### src/inc/tlv_pkg.sv
/*
 * Constants, types and source numbering for the two level vectored
 * interrupt unit.
 * Assumes a single system clock and special registers reached through
 * the core's own special register port.
 */
package tlv_pkg;

   // ************************************************************
   // Special register map
   // ************************************************************
   localparam logic [7:0] IRQ_ENABLE_PRIMARY_ADDR  = 8'hA8;
   localparam logic [7:0] IRQ_ENABLE_PRIMARY_RESET = 8'h00;
   localparam logic [4:0] IRQ_ENABLE_BIT_BASE      = 5'h15;

   // Enable bit positions
   localparam int GLOBAL_IRQ_GATE_BIT     = 7;
   localparam int SYNC_SERIAL_IRQ_EN_BIT  = 6;
   localparam int TIMER_TWO_IRQ_EN_BIT    = 5;
   localparam int ASYNC_SERIAL_IRQ_EN_BIT = 4;
   localparam int TIMER_ONE_IRQ_EN_BIT    = 3;
   localparam int EXT_INPUT_B_IRQ_EN_BIT  = 2;
   localparam int TIMER_ZERO_IRQ_EN_BIT   = 1;
   localparam int EXT_INPUT_A_IRQ_EN_BIT  = 0;

   // ************************************************************
   // Source numbering and vectors
   // ************************************************************
   localparam int NUM_ORDERS   = 18;
   localparam int NUM_PRIMARY  = 7;
   localparam int NUM_EXTENDED = 10;
   localparam int ORDER_DROPOUT = 15;
   localparam int ORDER_UNUSED  = 16;
   localparam int ORDER_PORT_MATCH = 17;
   localparam logic [15:0] VEC_RESET      = 16'h0000;
   localparam logic [15:0] VEC_BASE       = 16'h0003;
   localparam logic [15:0] VEC_STEP       = 16'h0008;
   localparam logic [15:0] VEC_DROPOUT    = 16'h007B;
   localparam logic [15:0] VEC_PORT_MATCH = 16'h008B;

   // ************************************************************
   // Timing in system clocks
   // ************************************************************
   localparam int DETECT_CYCLES = 1;
   localparam int CALL_CYCLES   = 4;
   localparam logic [1:0] CALL_LAST = 2'(CALL_CYCLES - 1);

   // ************************************************************
   // Types
   // ************************************************************
   typedef struct packed {
      logic [3:0] sync_serial_port;
      logic       timer_two_high_overflow;
      logic       timer_two_low_overflow;
      logic       async_tx_done;
      logic       async_rx_done;
      logic       timer_one_overflow;
      logic       ext_b_pending;
      logic       timer_zero_overflow;
      logic       ext_a_pending;
   } tlv_flags_t;

   typedef struct packed {
      logic timer_one_overflow;
      logic ext_b_pending;
      logic timer_zero_overflow;
      logic ext_a_pending;
   } tlv_hw_clear_t;

   typedef struct packed {
      logic [7:0] addr;
      logic       wr;
      logic       rd;
      logic [7:0] wdata;
      logic       bit_wr;
      logic [7:0] bit_addr;
      logic       bit_val;
   } tlv_sfr_req_t;

   typedef enum logic {TLV_IDLE, TLV_CALL} tlv_state_t;

endpackage

### src/logic/tlv_irq_unit.sv
/*
 * Two level vectored interrupt unit: primary enable register, request
 * gating, priority resolution, vector generation and in service
 * tracking around the core's long call and return sequencing.
 * Assumes the core reports instruction boundaries and return
 * completion, and peripherals hold their pending flags as levels.
 */

// Functional notes
// - Sample and resolve every clock; 1+4 latency
// - One instruction after return before long call
// - Worst case response 18 clocks
// - Equal or higher running routine blocks new
// - Fixed vector per source order
// - Same level: smaller order number wins
// - Global gate bit 7 overrides masks
// - Bit 6 gates sync serial group
// - Bit 5 gates timer two either flag
// - Bit 4 gates async serial either flag
// - Bits 3 and 1 gate timers one, zero
// - Bits 2 and 0 gate external inputs
// - Enable register at 0xA8, bit access, all pages
// - Flags set regardless of enables
// - High preempts low; high never preempted
// - Flag still set after return re-requests
// - Simultaneous: high level served first
module tlv_irq_unit (
   input  wire logic                   clk,
   input  wire logic                   rst,
   input  wire tlv_pkg::tlv_sfr_req_t  sfr_req,
   output logic [7:0]                  sfr_rdata,
   input  wire tlv_pkg::tlv_flags_t    flags,
   input  wire logic [6:0]             primary_hi,
   input  wire logic [9:0]             ext_pending,
   input  wire logic [9:0]             ext_enable,
   input  wire logic [9:0]             ext_hi,
   input  wire logic                   instr_boundary,
   input  wire logic                   return_from_irq,
   output logic                        long_call,
   output logic [15:0]                 vector_addr,
   output tlv_pkg::tlv_hw_clear_t      hw_clear,
   output logic                        active_hi,
   output logic                        active_lo
);

   // ************************************************************
   // Helper functions
   // ************************************************************
   function automatic logic [4:0] first_set(
      input logic [tlv_pkg::NUM_ORDERS-1:0] v
   );
      logic [4:0] idx;
      idx = 5'h00;
      for (int i = tlv_pkg::NUM_ORDERS - 1; i >= 0; i--) begin
         if (v[i]) begin
            idx = 5'(i);
         end
      end
      return idx;
   endfunction

   function automatic logic [15:0] vector_of(input logic [4:0] order);
      logic [15:0] v;
      v = tlv_pkg::VEC_RESET;
      if (order == 5'(tlv_pkg::ORDER_DROPOUT)) begin
         v = tlv_pkg::VEC_DROPOUT;
      end else if (order == 5'(tlv_pkg::ORDER_PORT_MATCH)) begin
         v = tlv_pkg::VEC_PORT_MATCH;
      end else if (order < 5'(tlv_pkg::ORDER_DROPOUT)) begin
         v = 16'(tlv_pkg::VEC_BASE
                 + 16'(order) * tlv_pkg::VEC_STEP);
      end
      return v;
   endfunction

   function automatic logic reg_hit(input tlv_pkg::tlv_sfr_req_t r);
      return r.addr == tlv_pkg::IRQ_ENABLE_PRIMARY_ADDR;
   endfunction

   // ************************************************************
   // Declarations
   // ************************************************************
   logic [7:0]                  irq_enable_primary_reg;
   logic [7:0]                  sfr_rdata_reg;
   logic [tlv_pkg::NUM_PRIMARY-1:0] prim_src;
   logic [tlv_pkg::NUM_ORDERS-1:0]  req_all;
   logic [tlv_pkg::NUM_ORDERS-1:0]  lvl_hi;
   logic [tlv_pkg::NUM_ORDERS-1:0]  req_hi;
   logic                        global_irq_gate;
   logic                        det_valid_reg;
   logic                        det_hi_reg;
   logic [4:0]                  det_idx_reg;
   tlv_pkg::tlv_state_t         state_reg;
   logic [1:0]                  call_cnt_reg;
   logic                        call_hi_reg;
   logic [15:0]                 vector_reg;
   logic                        active_hi_reg;
   logic                        active_lo_reg;
   logic                        post_return_reg;
   tlv_pkg::tlv_hw_clear_t      hw_clear_reg;
   logic                        allowed;
   logic                        take;
   logic                        call_done;

   // ************************************************************
   // Primary enable register
   // ************************************************************
   always_ff @(posedge clk) begin
      if (rst) begin
         irq_enable_primary_reg <= tlv_pkg::IRQ_ENABLE_PRIMARY_RESET;
      end else if (sfr_req.wr && reg_hit(sfr_req)) begin
         irq_enable_primary_reg <= sfr_req.wdata;
      end else if (sfr_req.bit_wr
                   && sfr_req.bit_addr[7:3]
                      == tlv_pkg::IRQ_ENABLE_BIT_BASE) begin
         irq_enable_primary_reg[sfr_req.bit_addr[2:0]]
            <= sfr_req.bit_val;
      end
   end

   // Read data, zero for any other address
   always_ff @(posedge clk) begin
      if (rst) begin
         sfr_rdata_reg <= 8'h00;
      end else if (sfr_req.rd) begin
         sfr_rdata_reg <= reg_hit(sfr_req)
                          ? irq_enable_primary_reg : 8'h00;
      end
   end

   assign sfr_rdata = sfr_rdata_reg;

   // ************************************************************
   // Request gating
   // ************************************************************
   assign global_irq_gate =
      irq_enable_primary_reg[tlv_pkg::GLOBAL_IRQ_GATE_BIT];

   // Flags arrive as levels whatever the enables; gating is here only
   always_comb begin
      prim_src[0] = flags.ext_a_pending;
      prim_src[1] = flags.timer_zero_overflow;
      prim_src[2] = flags.ext_b_pending;
      prim_src[3] = flags.timer_one_overflow;
      prim_src[4] = flags.async_rx_done | flags.async_tx_done;
      prim_src[5] = flags.timer_two_low_overflow
                    | flags.timer_two_high_overflow;
      prim_src[6] = |flags.sync_serial_port;
   end

   genvar g;
   generate
      for (g = 0; g < tlv_pkg::NUM_PRIMARY; g++) begin : g_prim
         // Bits 0..6 gate orders 0..6 one for one
         assign req_all[g] = global_irq_gate
                             & irq_enable_primary_reg[g]
                             & prim_src[g];
         assign lvl_hi[g]  = primary_hi[g];
      end
      for (g = 0; g < tlv_pkg::NUM_EXTENDED; g++) begin : g_ext
         // Orders 7..15 then port match at 17
         localparam int ORD = (g < 9) ? g + tlv_pkg::NUM_PRIMARY
                                      : tlv_pkg::ORDER_PORT_MATCH;
         assign req_all[ORD] = global_irq_gate
                               & ext_enable[g] & ext_pending[g];
         assign lvl_hi[ORD]  = ext_hi[g];
      end
   endgenerate

   assign req_all[tlv_pkg::ORDER_UNUSED] = 1'b0;
   assign lvl_hi[tlv_pkg::ORDER_UNUSED]  = 1'b0;
   assign req_hi = req_all & lvl_hi;

   // ************************************************************
   // Detect stage, resolved every clock
   // ************************************************************
   always_ff @(posedge clk) begin
      if (rst) begin
         det_valid_reg <= 1'b0;
         det_hi_reg    <= 1'b0;
         det_idx_reg   <= 5'h00;
      end else begin
         det_valid_reg <= |req_all;
         det_hi_reg    <= |req_hi;
         det_idx_reg   <= (|req_hi) ? first_set(req_hi)
                                    : first_set(req_all);
      end
   end

   // ************************************************************
   // Vectoring decision
   // ************************************************************
   // High may enter over a running low routine, never over high
   assign allowed = det_hi_reg ? !active_hi_reg
                               : !(active_hi_reg || active_lo_reg);

   // One full instruction must finish after a return first
   assign take = (state_reg == tlv_pkg::TLV_IDLE) && det_valid_reg
                 && instr_boundary && allowed
                 && !post_return_reg && !return_from_irq;

   assign call_done = (state_reg == tlv_pkg::TLV_CALL)
                      && (call_cnt_reg == tlv_pkg::CALL_LAST);

   // ************************************************************
   // Long call sequencer
   // ************************************************************
   always_ff @(posedge clk) begin
      if (rst) begin
         state_reg    <= tlv_pkg::TLV_IDLE;
         call_cnt_reg <= 2'h0;
         call_hi_reg  <= 1'b0;
         vector_reg   <= tlv_pkg::VEC_RESET;
      end else begin
         unique case (state_reg)
            tlv_pkg::TLV_IDLE: begin
               call_cnt_reg <= 2'h0;
               if (take) begin
                  state_reg   <= tlv_pkg::TLV_CALL;
                  call_hi_reg <= det_hi_reg;
                  vector_reg  <= vector_of(det_idx_reg);
               end
            end
            tlv_pkg::TLV_CALL: begin
               call_cnt_reg <= 2'(call_cnt_reg + 2'h1);
               if (call_done) begin
                  state_reg <= tlv_pkg::TLV_IDLE;
               end
            end
         endcase
      end
   end

   assign long_call   = (state_reg == tlv_pkg::TLV_CALL);
   assign vector_addr = vector_reg;

   // ************************************************************
   // Hardware flag clearing
   // ************************************************************
   always_ff @(posedge clk) begin
      if (rst) begin
         hw_clear_reg <= '0;
      end else begin
         hw_clear_reg <= '0;
         if (take) begin
            unique case (det_idx_reg)
               5'h00: hw_clear_reg.ext_a_pending       <= 1'b1;
               5'h01: hw_clear_reg.timer_zero_overflow <= 1'b1;
               5'h02: hw_clear_reg.ext_b_pending       <= 1'b1;
               5'h03: hw_clear_reg.timer_one_overflow  <= 1'b1;
               default: hw_clear_reg <= '0;
            endcase
         end
      end
   end

   assign hw_clear = hw_clear_reg;

   // ************************************************************
   // In service tracking
   // ************************************************************
   always_ff @(posedge clk) begin
      if (rst) begin
         active_hi_reg <= 1'b0;
         active_lo_reg <= 1'b0;
      end else if (call_done) begin
         if (call_hi_reg) begin
            active_hi_reg <= 1'b1;
         end else begin
            active_lo_reg <= 1'b1;
         end
      end else if (return_from_irq) begin
         if (active_hi_reg) begin
            active_hi_reg <= 1'b0;
         end else begin
            active_lo_reg <= 1'b0;
         end
      end
   end

   // Hold off until the instruction after the return completes
   always_ff @(posedge clk) begin
      if (rst) begin
         post_return_reg <= 1'b0;
      end else if (return_from_irq) begin
         post_return_reg <= 1'b1;
      end else if (instr_boundary) begin
         post_return_reg <= 1'b0;
      end
   end

   assign active_hi = active_hi_reg;
   assign active_lo = active_lo_reg;

endmodule

### config.mk
export PLATFORM = sky130hd
export DESIGN_NAME = tlv_irq_unit
export DESIGN_NICKNAME = d
export VERILOG_FILES = /design/src/inc/tlv_pkg.sv /design/src/logic/tlv_irq_unit.sv
export SDC_FILE = /design/constraint.sdc
export NUM_CORES = 1
export LEC_CHECK = 0
export BUFFER_PORTS_ARGS = -buffer_cell sky130_fd_sc_hd__buf_4
export CORE_MARGIN = 2
export CORE_UTILIZATION = 46
export CTS_CLUSTER_SIZE = 20
export DETAILED_ROUTE_END_ITERATION = 10
export GPL_ROUTABILITY_DRIVEN = 0
export PLACE_DENSITY_LB_ADDON = 0.12
export SETUP_SLACK_MARGIN = 0.05
export SLEW_MARGIN = 20
export SYNTH_ARGS = -nofsm -noshare
export SYNTH_HDL_FRONTEND = slang
export SYNTH_SLANG_ARGS = --single-unit
### constraint.sdc
create_clock -name clk -period 2.31 [get_ports clk]
set_clock_uncertainty 0.2 [all_clocks]
set_input_delay 0.1155 -clock clk [delete_from_list [all_inputs] [get_ports clk]]
set_output_delay 0.1155 -clock clk [all_outputs]
set_load 0.02 [all_outputs]
=== Word-level counts from Yosys, hierarchy flattened ===
Index checks and enable logic that the tools add are counted.

* Flip-flop bits (word level): 50
* Output and inout port bits: 31

* Add/subtract/negate cells: 2
* Order comparisons: 3
* Equality and inequality tests: 11
* Muxes and demuxes: 63
* Bitwise gates (word level): 39
* Reduce and logical (&&, ||, !) cells: 25

{| class="wikitable"
|+ Operator list
! operator !! number
|-
| $mux 5 || 36
|-
| $and 1x1->1 || 34
|-
| $mux 9 || 3
|-
| $mux 8 || 3
|-
| $and 18x18->18 || 1
|-
| $reduce_or 18->1 || 1
|-
| $mux 1 || 17
|-
| $reduce_or 17->1 || 1
|-
| $eq 5x2->1 const B || 2
|-
| $eq 5x5->1 const B || 2
|-
| $add 2x8->9 const A || 1
|-
| $logic_and 1x1->1 || 9
|-
| $bwmux 8 || 1
|-
| $eq 8x8->1 const B || 1
|-
| $reduce_bool 2->1 || 3
|-
| $eq 5x1->1 const B || 1
|-
| $eq 5x4->1 const B || 1
|-
| $logic_not 5->1 || 1
|-
| $lt 5x4->1 const B || 1
|-
| $logic_not 1->1 || 4
|-
| $lt 3x4->1 const B || 1
|-
| $ne 2x2->1 const B || 2
|-
| $pmux 2 s2 || 1
|-
| $reduce_and 2->1 || 2
|-
| other kinds (12) || 14
|}

=== Depth between registers and ports, before layout ===
Gate-level depths: netlist (run 1).

* Word-level depth: 22
* Mapped depth: 8

=== Worst setup path after synthesis (run 1) ===
Ideal clock, no wire load.

* Path type: flip-flop to flip-flop
* Start: register irq_enable_primary_reg[7]
* End: register det_idx_reg[0]
* Arrival time: 1682 ps
* Required time: 2036 ps
* Setup slack: 355 ps
* Stages on the path, launching flop included: 7
* Path buffers: 0
* Path through: dfxtp_1 -> and4_1 -> or4bb_1 -> nor3_4 -> and4bb_4 -> o2111ai_2 -> o22ai_2

* Word-level cells in the longest chain between the ends: 22
* Elaborated cells on any way between the ends: 72
* Those cells by class: mux (36); bitwise (35); reduce/logical (1)

{| class="wikitable"
|+ RTL lines
! element !! RTL line !! text
|-
| from (decl) || tlv_irq_unit.sv:83 || <nowiki>logic [7:0] irq_enable_primary_reg;</nowiki>
|-
| from (signal assigned) || tlv_irq_unit.sv:110 || <nowiki>irq_enable_primary_reg <= tlv_pkg::IRQ_ENABLE_PRIMARY_RESET;</nowiki>
|-
| from (signal assigned) || tlv_irq_unit.sv:112 || <nowiki>irq_enable_primary_reg <= sfr_req.wdata;</nowiki>
|-
| $and 1x1->1 (2 in series) || tlv_irq_unit.sv:165 || <nowiki>& ext_enable[g] & ext_pending[g];</nowiki>
|-
| $and 18x18->18 || tlv_irq_unit.sv:172 || <nowiki>assign req_hi = req_all & lvl_hi;</nowiki>
|-
| $mux 5 (18 in series) || tlv_irq_unit.sv:55 || <nowiki>if (v[i]) begin</nowiki>
|-
| $mux 5 (*) || tlv_irq_unit.sv:185 || <nowiki>det_idx_reg <= (|req_hi) ? first_set(req_hi)</nowiki>
|-
| to (signal assigned) || tlv_irq_unit.sv:185 ||
|-
| to (decl) || tlv_irq_unit.sv:92 || <nowiki>logic [4:0] det_idx_reg;</nowiki>
|}

Mark *: on every way between the ends. The rest lies on a longest branch, timed or not.
A chain may end at the register's enable or synchronous reset.

=== Worst setup path after layout (run 1) ===
Same ends and word-level chain as after synthesis.

==> results of run 1 <==
==> per-layer routing <==
| metal | up-vias | global-route usage, % | wire length (µm) |
|---|---|---|---|
| li1 | 1277 | - | - |
| met1 | 1185 | 27.5 | 2680 |
| met2 | 79 | 43.9 | 3310 |
| met3 | 13 | 7.63 | 402 |
| met4 | 0 | 7.34 | 110 |
| met5 | - | 0 | 0 |
==> tightest hold or removal path, stage by stage <==
cell and delay, ns:
buf_4 0.09, nand3_1 0.11, o2111ai_2 0.11, o22ai_2 0.07
==> power breakdown <==
group	switching, mW	internal, mW
Clock	0.252	0.321
Combinational	0.0785	0.120
Sequential	0.00154	0.691
==> metrics by stage <==
stage,hold slack [ns],power [mW],setup WS [ns]
6_report,0.0485,1.46,0.160
5_1_grt,0.0578,1.52,0.102
4_1_cts,0.0428,1.47,0.140
3_5_place_dp,0.148,0.885,0.157
3_3_place_gp,0.146,0.886,0.233
2_1_floorplan,0.0329,0.775,0.355
==> logic make-up (layout without fill, tap and decap cells) <==
kind of cell / Yosys count / count (layout) / share of synthesized area [%]
buffers and inverters: 26 / 136 / 7.14
AO/OA/AOI/OAI: 69 / 69 / 20.3
other: 1 / 9 / 0.162
flip-flops: 40 / 40 / 34.6
AND/OR/NAND/NOR: 141 / 141 / 33.8
adder cells (fa/ha/maj): 1 / 1 / 0.541
multiplexers: 8 / 8 / 3.46
==> worst min path at each step <==
stage	end	slack, ns	cells past startpoint	from
6_report	det_idx_reg[0]	0.05	4	flags[0]
5_1_grt	det_idx_reg[1]	0.06	4	flags[0]
4_1_cts	det_idx_reg[0]	0.04	4	flags[0]
3_5_place_dp	post_return_reg	0.15	3	return_from_irq
3_3_place_gp	post_return_reg	0.15	3	return_from_irq
2_1_floorplan	post_return_reg	0.03	2	return_from_irq
==> cell usage in the layout, fill, tap and decap left out, drive strengths merged, types with 6 or more instances in the layout <==
| cell type | count |
|---|---|
| a211oi | 9 |
| a21oi | 25 |
| buf | 109 |
| clkbuf | 6 |
| conb | 9 |
| dfxtp | 40 |
| dlygate4sd3 | 15 |
| mux2i | 8 |
| nand2 | 32 |
| nand2b | 12 |
| nand3 | 15 |
| nand4 | 14 |
| nor2 | 29 |
| nor3b | 6 |
| o21ai | 7 |
==> repair_timing <==
action	4_1_cts	5_1_grt
gates resized for setup	0	1
hold buffers	15	0
hold endpoints to repair	20	0
buffers inserted	0	0
endpoints found under the setup margin	0	1
==> final cells by class <==
cell class / instances / area, µm² / share of cell area, %
clock inverter: 2 / 35.0 / 1.04
inverter: 4 / 15.0 / 0.448
sequential: 40 / 802 / 23.9
timing repair buffer: 124 / 968 / 28.9
multi-input combinational: 228 / 1380 / 41.1
tap: 67 / 83.8 / 2.50
clock buffer: 6 / 72.6 / 2.16
==> results.yml, run 1 <==
worst_setup_path:
  path_depth: 7
  crit_path_max_incr_delay_ns: 0.37
  crit_path_start_kind: "flip-flop"
  crit_slowest_cell: "dfxtp_2"
  crit_type: "reg -> reg"
  cp_num_buf_inv: 1
  r2r_slack_ns: 0.16
  required_ns: 2.34
  crit-reg2reg-capture: "det_idx_reg[0]"
  path_cells: "buf_4 > and3_2 > a22o_1 > or2_1 > and4bb_4 > o2111ai_2 > o22ai_2"
  r2r-start: "irq_enable_primary_reg[7]"
  worstSetupStartpoint: "irq_enable_primary_reg[7]"
  cp_top_family: "simple AND/OR/NAND/NOR gates"
  r2r_cells: 7
  arrival_ns: 2.18
  endpoint: "det_idx_reg[0]"
  cp-end-kind: "flip-flop"
  cp_max_fo: 15
clock_network:
  clk_pin_slew_ns: 0.08
  insertion_delay_ns: 0.30
  cts.path.max_buffers: 2
  cts_buffers: 5
  htree_levels: 2
  cts.sinks: 40
  tritoncts: "yes"
  root_buffer: "clkbuf_8"
synthesis:
  synth_ff_type: "dfxtp_1"
  ys_seq_elements: 40
  syn_area_mm2: 0.00231
  yosysTopAreaCell: "dfxtp_1"
  synthCells: 286
  synth.distinct_cells: 53
  yosysMostFrequentCell: "dfxtp_1"
  synth_seq_area_share_pct: 34.6
  synth_edf_count: 0
  ys_warn_count: 0
  synthTopCellsByArea: "dfxtp_1, a21oi_1, nand2_1"
  synth.avg_cell_area_um2: 8.09
  yosys.area.top_type_share_pct: 34.6
  ys_top_cells_by_count: "dfxtp_1, nand2_1, nor2_1"
  synthArstFlopShare_pct: 0
floorplanning:
  dieArea_mm2: 0.00561
  io_pins: 112
  die_h_um: 74.9
  row_count: 25
  die_w_um: 74.9
  start_util_pct: 48.3
  core_area_mm2: 0.00479
status:
  status: "finished, final reports clean"
timing:
  drv_slew: 0
  hold_viol: 0
  tightest_slew_ns: 0.517
  setup_violations: 0
  min_period_ns: 2.15
  slew_headroom_pct: 65.2
  fmax_mhz: 465
  grt_setup_unrepaired: "no"
  timing.final.crit_share_pct: 93.1
  finalSetupTns_ns: 0
place:
  dp.final_hpwl_mm: 4.87
  io_buffers: 102
  placed_cell_area_mm2: 0.00310
  dp.cells: 448
detailed_routing:
  via_per_inst: 5.42
  drt_pre_antenna_iters: 5
  dr_total_vias: 2554
  wl_mm: 6.50
  drc: 0
  wl_per_cell_um: 13.8
  ant_nets: 0
  drt_iter0_drc: 116
cells_and_area:
  stdcell_area_mm2: 0.00335
  insertedDiodeCount: 0
  fill_cells: 416
  area_growth_pct: 45.0
  layoutNonFillerInstCount: 471
  drive_gt1_share_pct: 31.7
  fin_util_pct: 70.1
  nets: 485
pwr:
  ir_drop_v: 0.000386
  leakagePower_nw: 1.47
  p_per_area_mw_per_mm2: 436
grt:
  grt_overflow_total: 0
  grt_util_all_layers_pct: 24.4
  grt_pass1_vias: 2479
  grt_max_degree: 35
  grt_pass1_wl_mm: 10.5
  antenna_found_initial: 0
worst_hold_path:
  hold_class: "in -> reg"
job:
  drv_cap: 0
Power figures use the tool's default switching activity.
==> run 2, diff against run 1 <==
GPL_TIMING_DRIVEN = 0   (was default)
PLACE_DENSITY = 0.8   (was default)
PLACE_DENSITY_LB_ADDON = default   (was 0.12)
SLEW_MARGIN = default   (was 20)
==> run 2 against run 1 <==
Via count increased by 2.0%. Global-route usage fell by 0.075 points. Power shrank 6.1%. Highest routed layer unchanged. Critical path type unchanged. Fmax is 0.50% lower. Die area stayed put. Largest cell class unchanged. Worst setup slack got worse by 0.011 ns. First-iteration DRC count grew 41%. Wire length rose by 1.5%.
==> results.yml, run 2 (same netlist as run 1, synthesis figures left out) <==
clock_network:
  clk_pin_slew_ns: 0.08
  root_buffer: "clkbuf_8"
  insertion_delay_ns: 0.29
  cts.path.max_buffers: 2
  tritoncts: "yes"
  htree_levels: 2
  cts_buffers: 5
  cts.sinks: 40
cells_and_area:
  insertedDiodeCount: 0
  nets: 499
  drive_gt1_share_pct: 33.3
  layoutNonFillerInstCount: 485
  layout_common_cells: "buf_4, dfxtp_1, nand2_1"
  multi_input_area_mm2: 0.00138
  stdcell_area_mm2: 0.00343
  fin_util_pct: 71.6
  area_growth_pct: 48.2
  layout_commonest_cell: "buf_4"
  seqCellArea_um2: 801
  fill_cells: 411
pwr:
  p_int_mw: 1.06
  pwr-share-clk_pct: 34.3
  p_switching_uw: 316
  p_per_area_mw_per_mm2: 401
  swShare_pct: 23.0
  power_mw: 1.37
  ir_drop_v: 0.000383
  leakagePower_nw: 1.53
  power_frac_comb_pct: 15.3
  seq_power_share_pct: 50.4
place:
  dp.cells: 461
  io_buffers: 100
  dp.final_hpwl_mm: 5.07
  placed_cell_area_mm2: 0.00318
  pre_cts_ws_ns: 0.146
timing:
  setup_violations: 0
  fin_ws_ns: 0.149
  hold_viol: 0
  grt_setup_unrepaired: "yes"
  timing.final.crit_share_pct: 93.6
  finalSetupTns_ns: 0
  fmax_mhz: 463
  tightest_slew_ns: 0.490
  slew_headroom_pct: 67.1
  fin_hold_ws_ns: 0.0673
  min_period_ns: 2.16
  drv_slew: 0
detailed_routing:
  drt_pre_antenna_iters: 5
  via_per_inst: 5.37
  wl_per_cell_um: 13.6
  ant_nets: 0
  wl_mm: 6.60
  drc: 0
  dr_total_vias: 2606
  drt_iter0_drc: 164
worst_setup_path:
  cp-end-kind: "flip-flop"
  arrival_ns: 2.17
  crit_path_start_kind: "flip-flop"
  required_ns: 2.32
  cp_max_fo: 7
  crit_type: "reg -> reg"
grt:
  grt_pass1_vias: 2526
  grt_pass1_wl_mm: 10.7
  antenna_found_initial: 0
  grt_util_all_layers_pct: 24.3
  grt_max_degree: 13
  grt_overflow_total: 0
job:
  drv_cap: 0
floorplanning:
  die_h_um: 74.9
  core_area_mm2: 0.00479
  io_pins: 112
  start_util_pct: 48.3
  die_w_um: 74.9
  row_count: 25
  dieArea_mm2: 0.00561
worst_hold_path:
  hold_class: "in -> reg"
status:
  status: "finished, final reports clean"
[run 2: cell types whose count changed in the layout (fill, tap and decap cells not counted), sizes merged]
cell,previous run,this run
buf,109,117
clkbuf,6,14
dlygate4sd3,15,13
bufinv,1,0
clkinv,1,2
[run 2: timing repair]
action                                  in CTS  in global routing
gates resized for setup                      0                  3
hold endpoints to repair                    18                  0
endpoints found under the setup margin       0                  3
setup buffers                                0                  3
hold buffers                                13                  0
[run 2: cell type report]
class / instances / area share (%)
plain buffers: 22 / 4.42
clock buffers: 6 / 2.41
clock inverters: 2 / 0.292
inverters: 4 / 0.438
multi-input cells: 228 / 40.3
flip-flops and latches: 40 / 23.4
well taps: 67 / 2.45
repair buffers: 116 / 26.4
[run 2: worst max-delay path: stages (launching register included)]
cell	delay, ns
dfxtp_1	0.37
and4_1	0.21
or4bb_4	0.57
nor3_4	0.16
and4bb_4	0.29
o2111ai_2	0.12
o22ai_2	0.17
[run 2: final timing paths]
| path | from | end | slack (ns) | cells after the start |
|---|---|---|---|---|
| max | irq_enable_primary_reg[7] | det_idx_reg[0] | 0.15 | 6 |
| min | primary_hi[5] | det_idx_reg[0] | 0.07 | 5 |
| max reg2reg | irq_enable_primary_reg[7] | det_idx_reg[0] | 0.15 | 6 |
| min reg2reg | call_cnt_reg[0] | call_cnt_reg[0] | 0.24 | 1 |
[run 2: per-layer routing]
layer,GRT usage [%],routed length (µm)
met1,28.5,2650
met2,45.0,3410
met3,5.22,455
met4,5.75,88
met5,0,0
[run 2: power by group through the flow]
stage               sequential, mW  clock [mW]  combinational [mW]
finish                       0.693       0.471               0.211
global route                 0.693       0.509               0.229
CTS                          0.692       0.480               0.210
detailed placement           0.709           0               0.193
global placement             0.709           0               0.190
floorplan                    0.708           0              0.0672
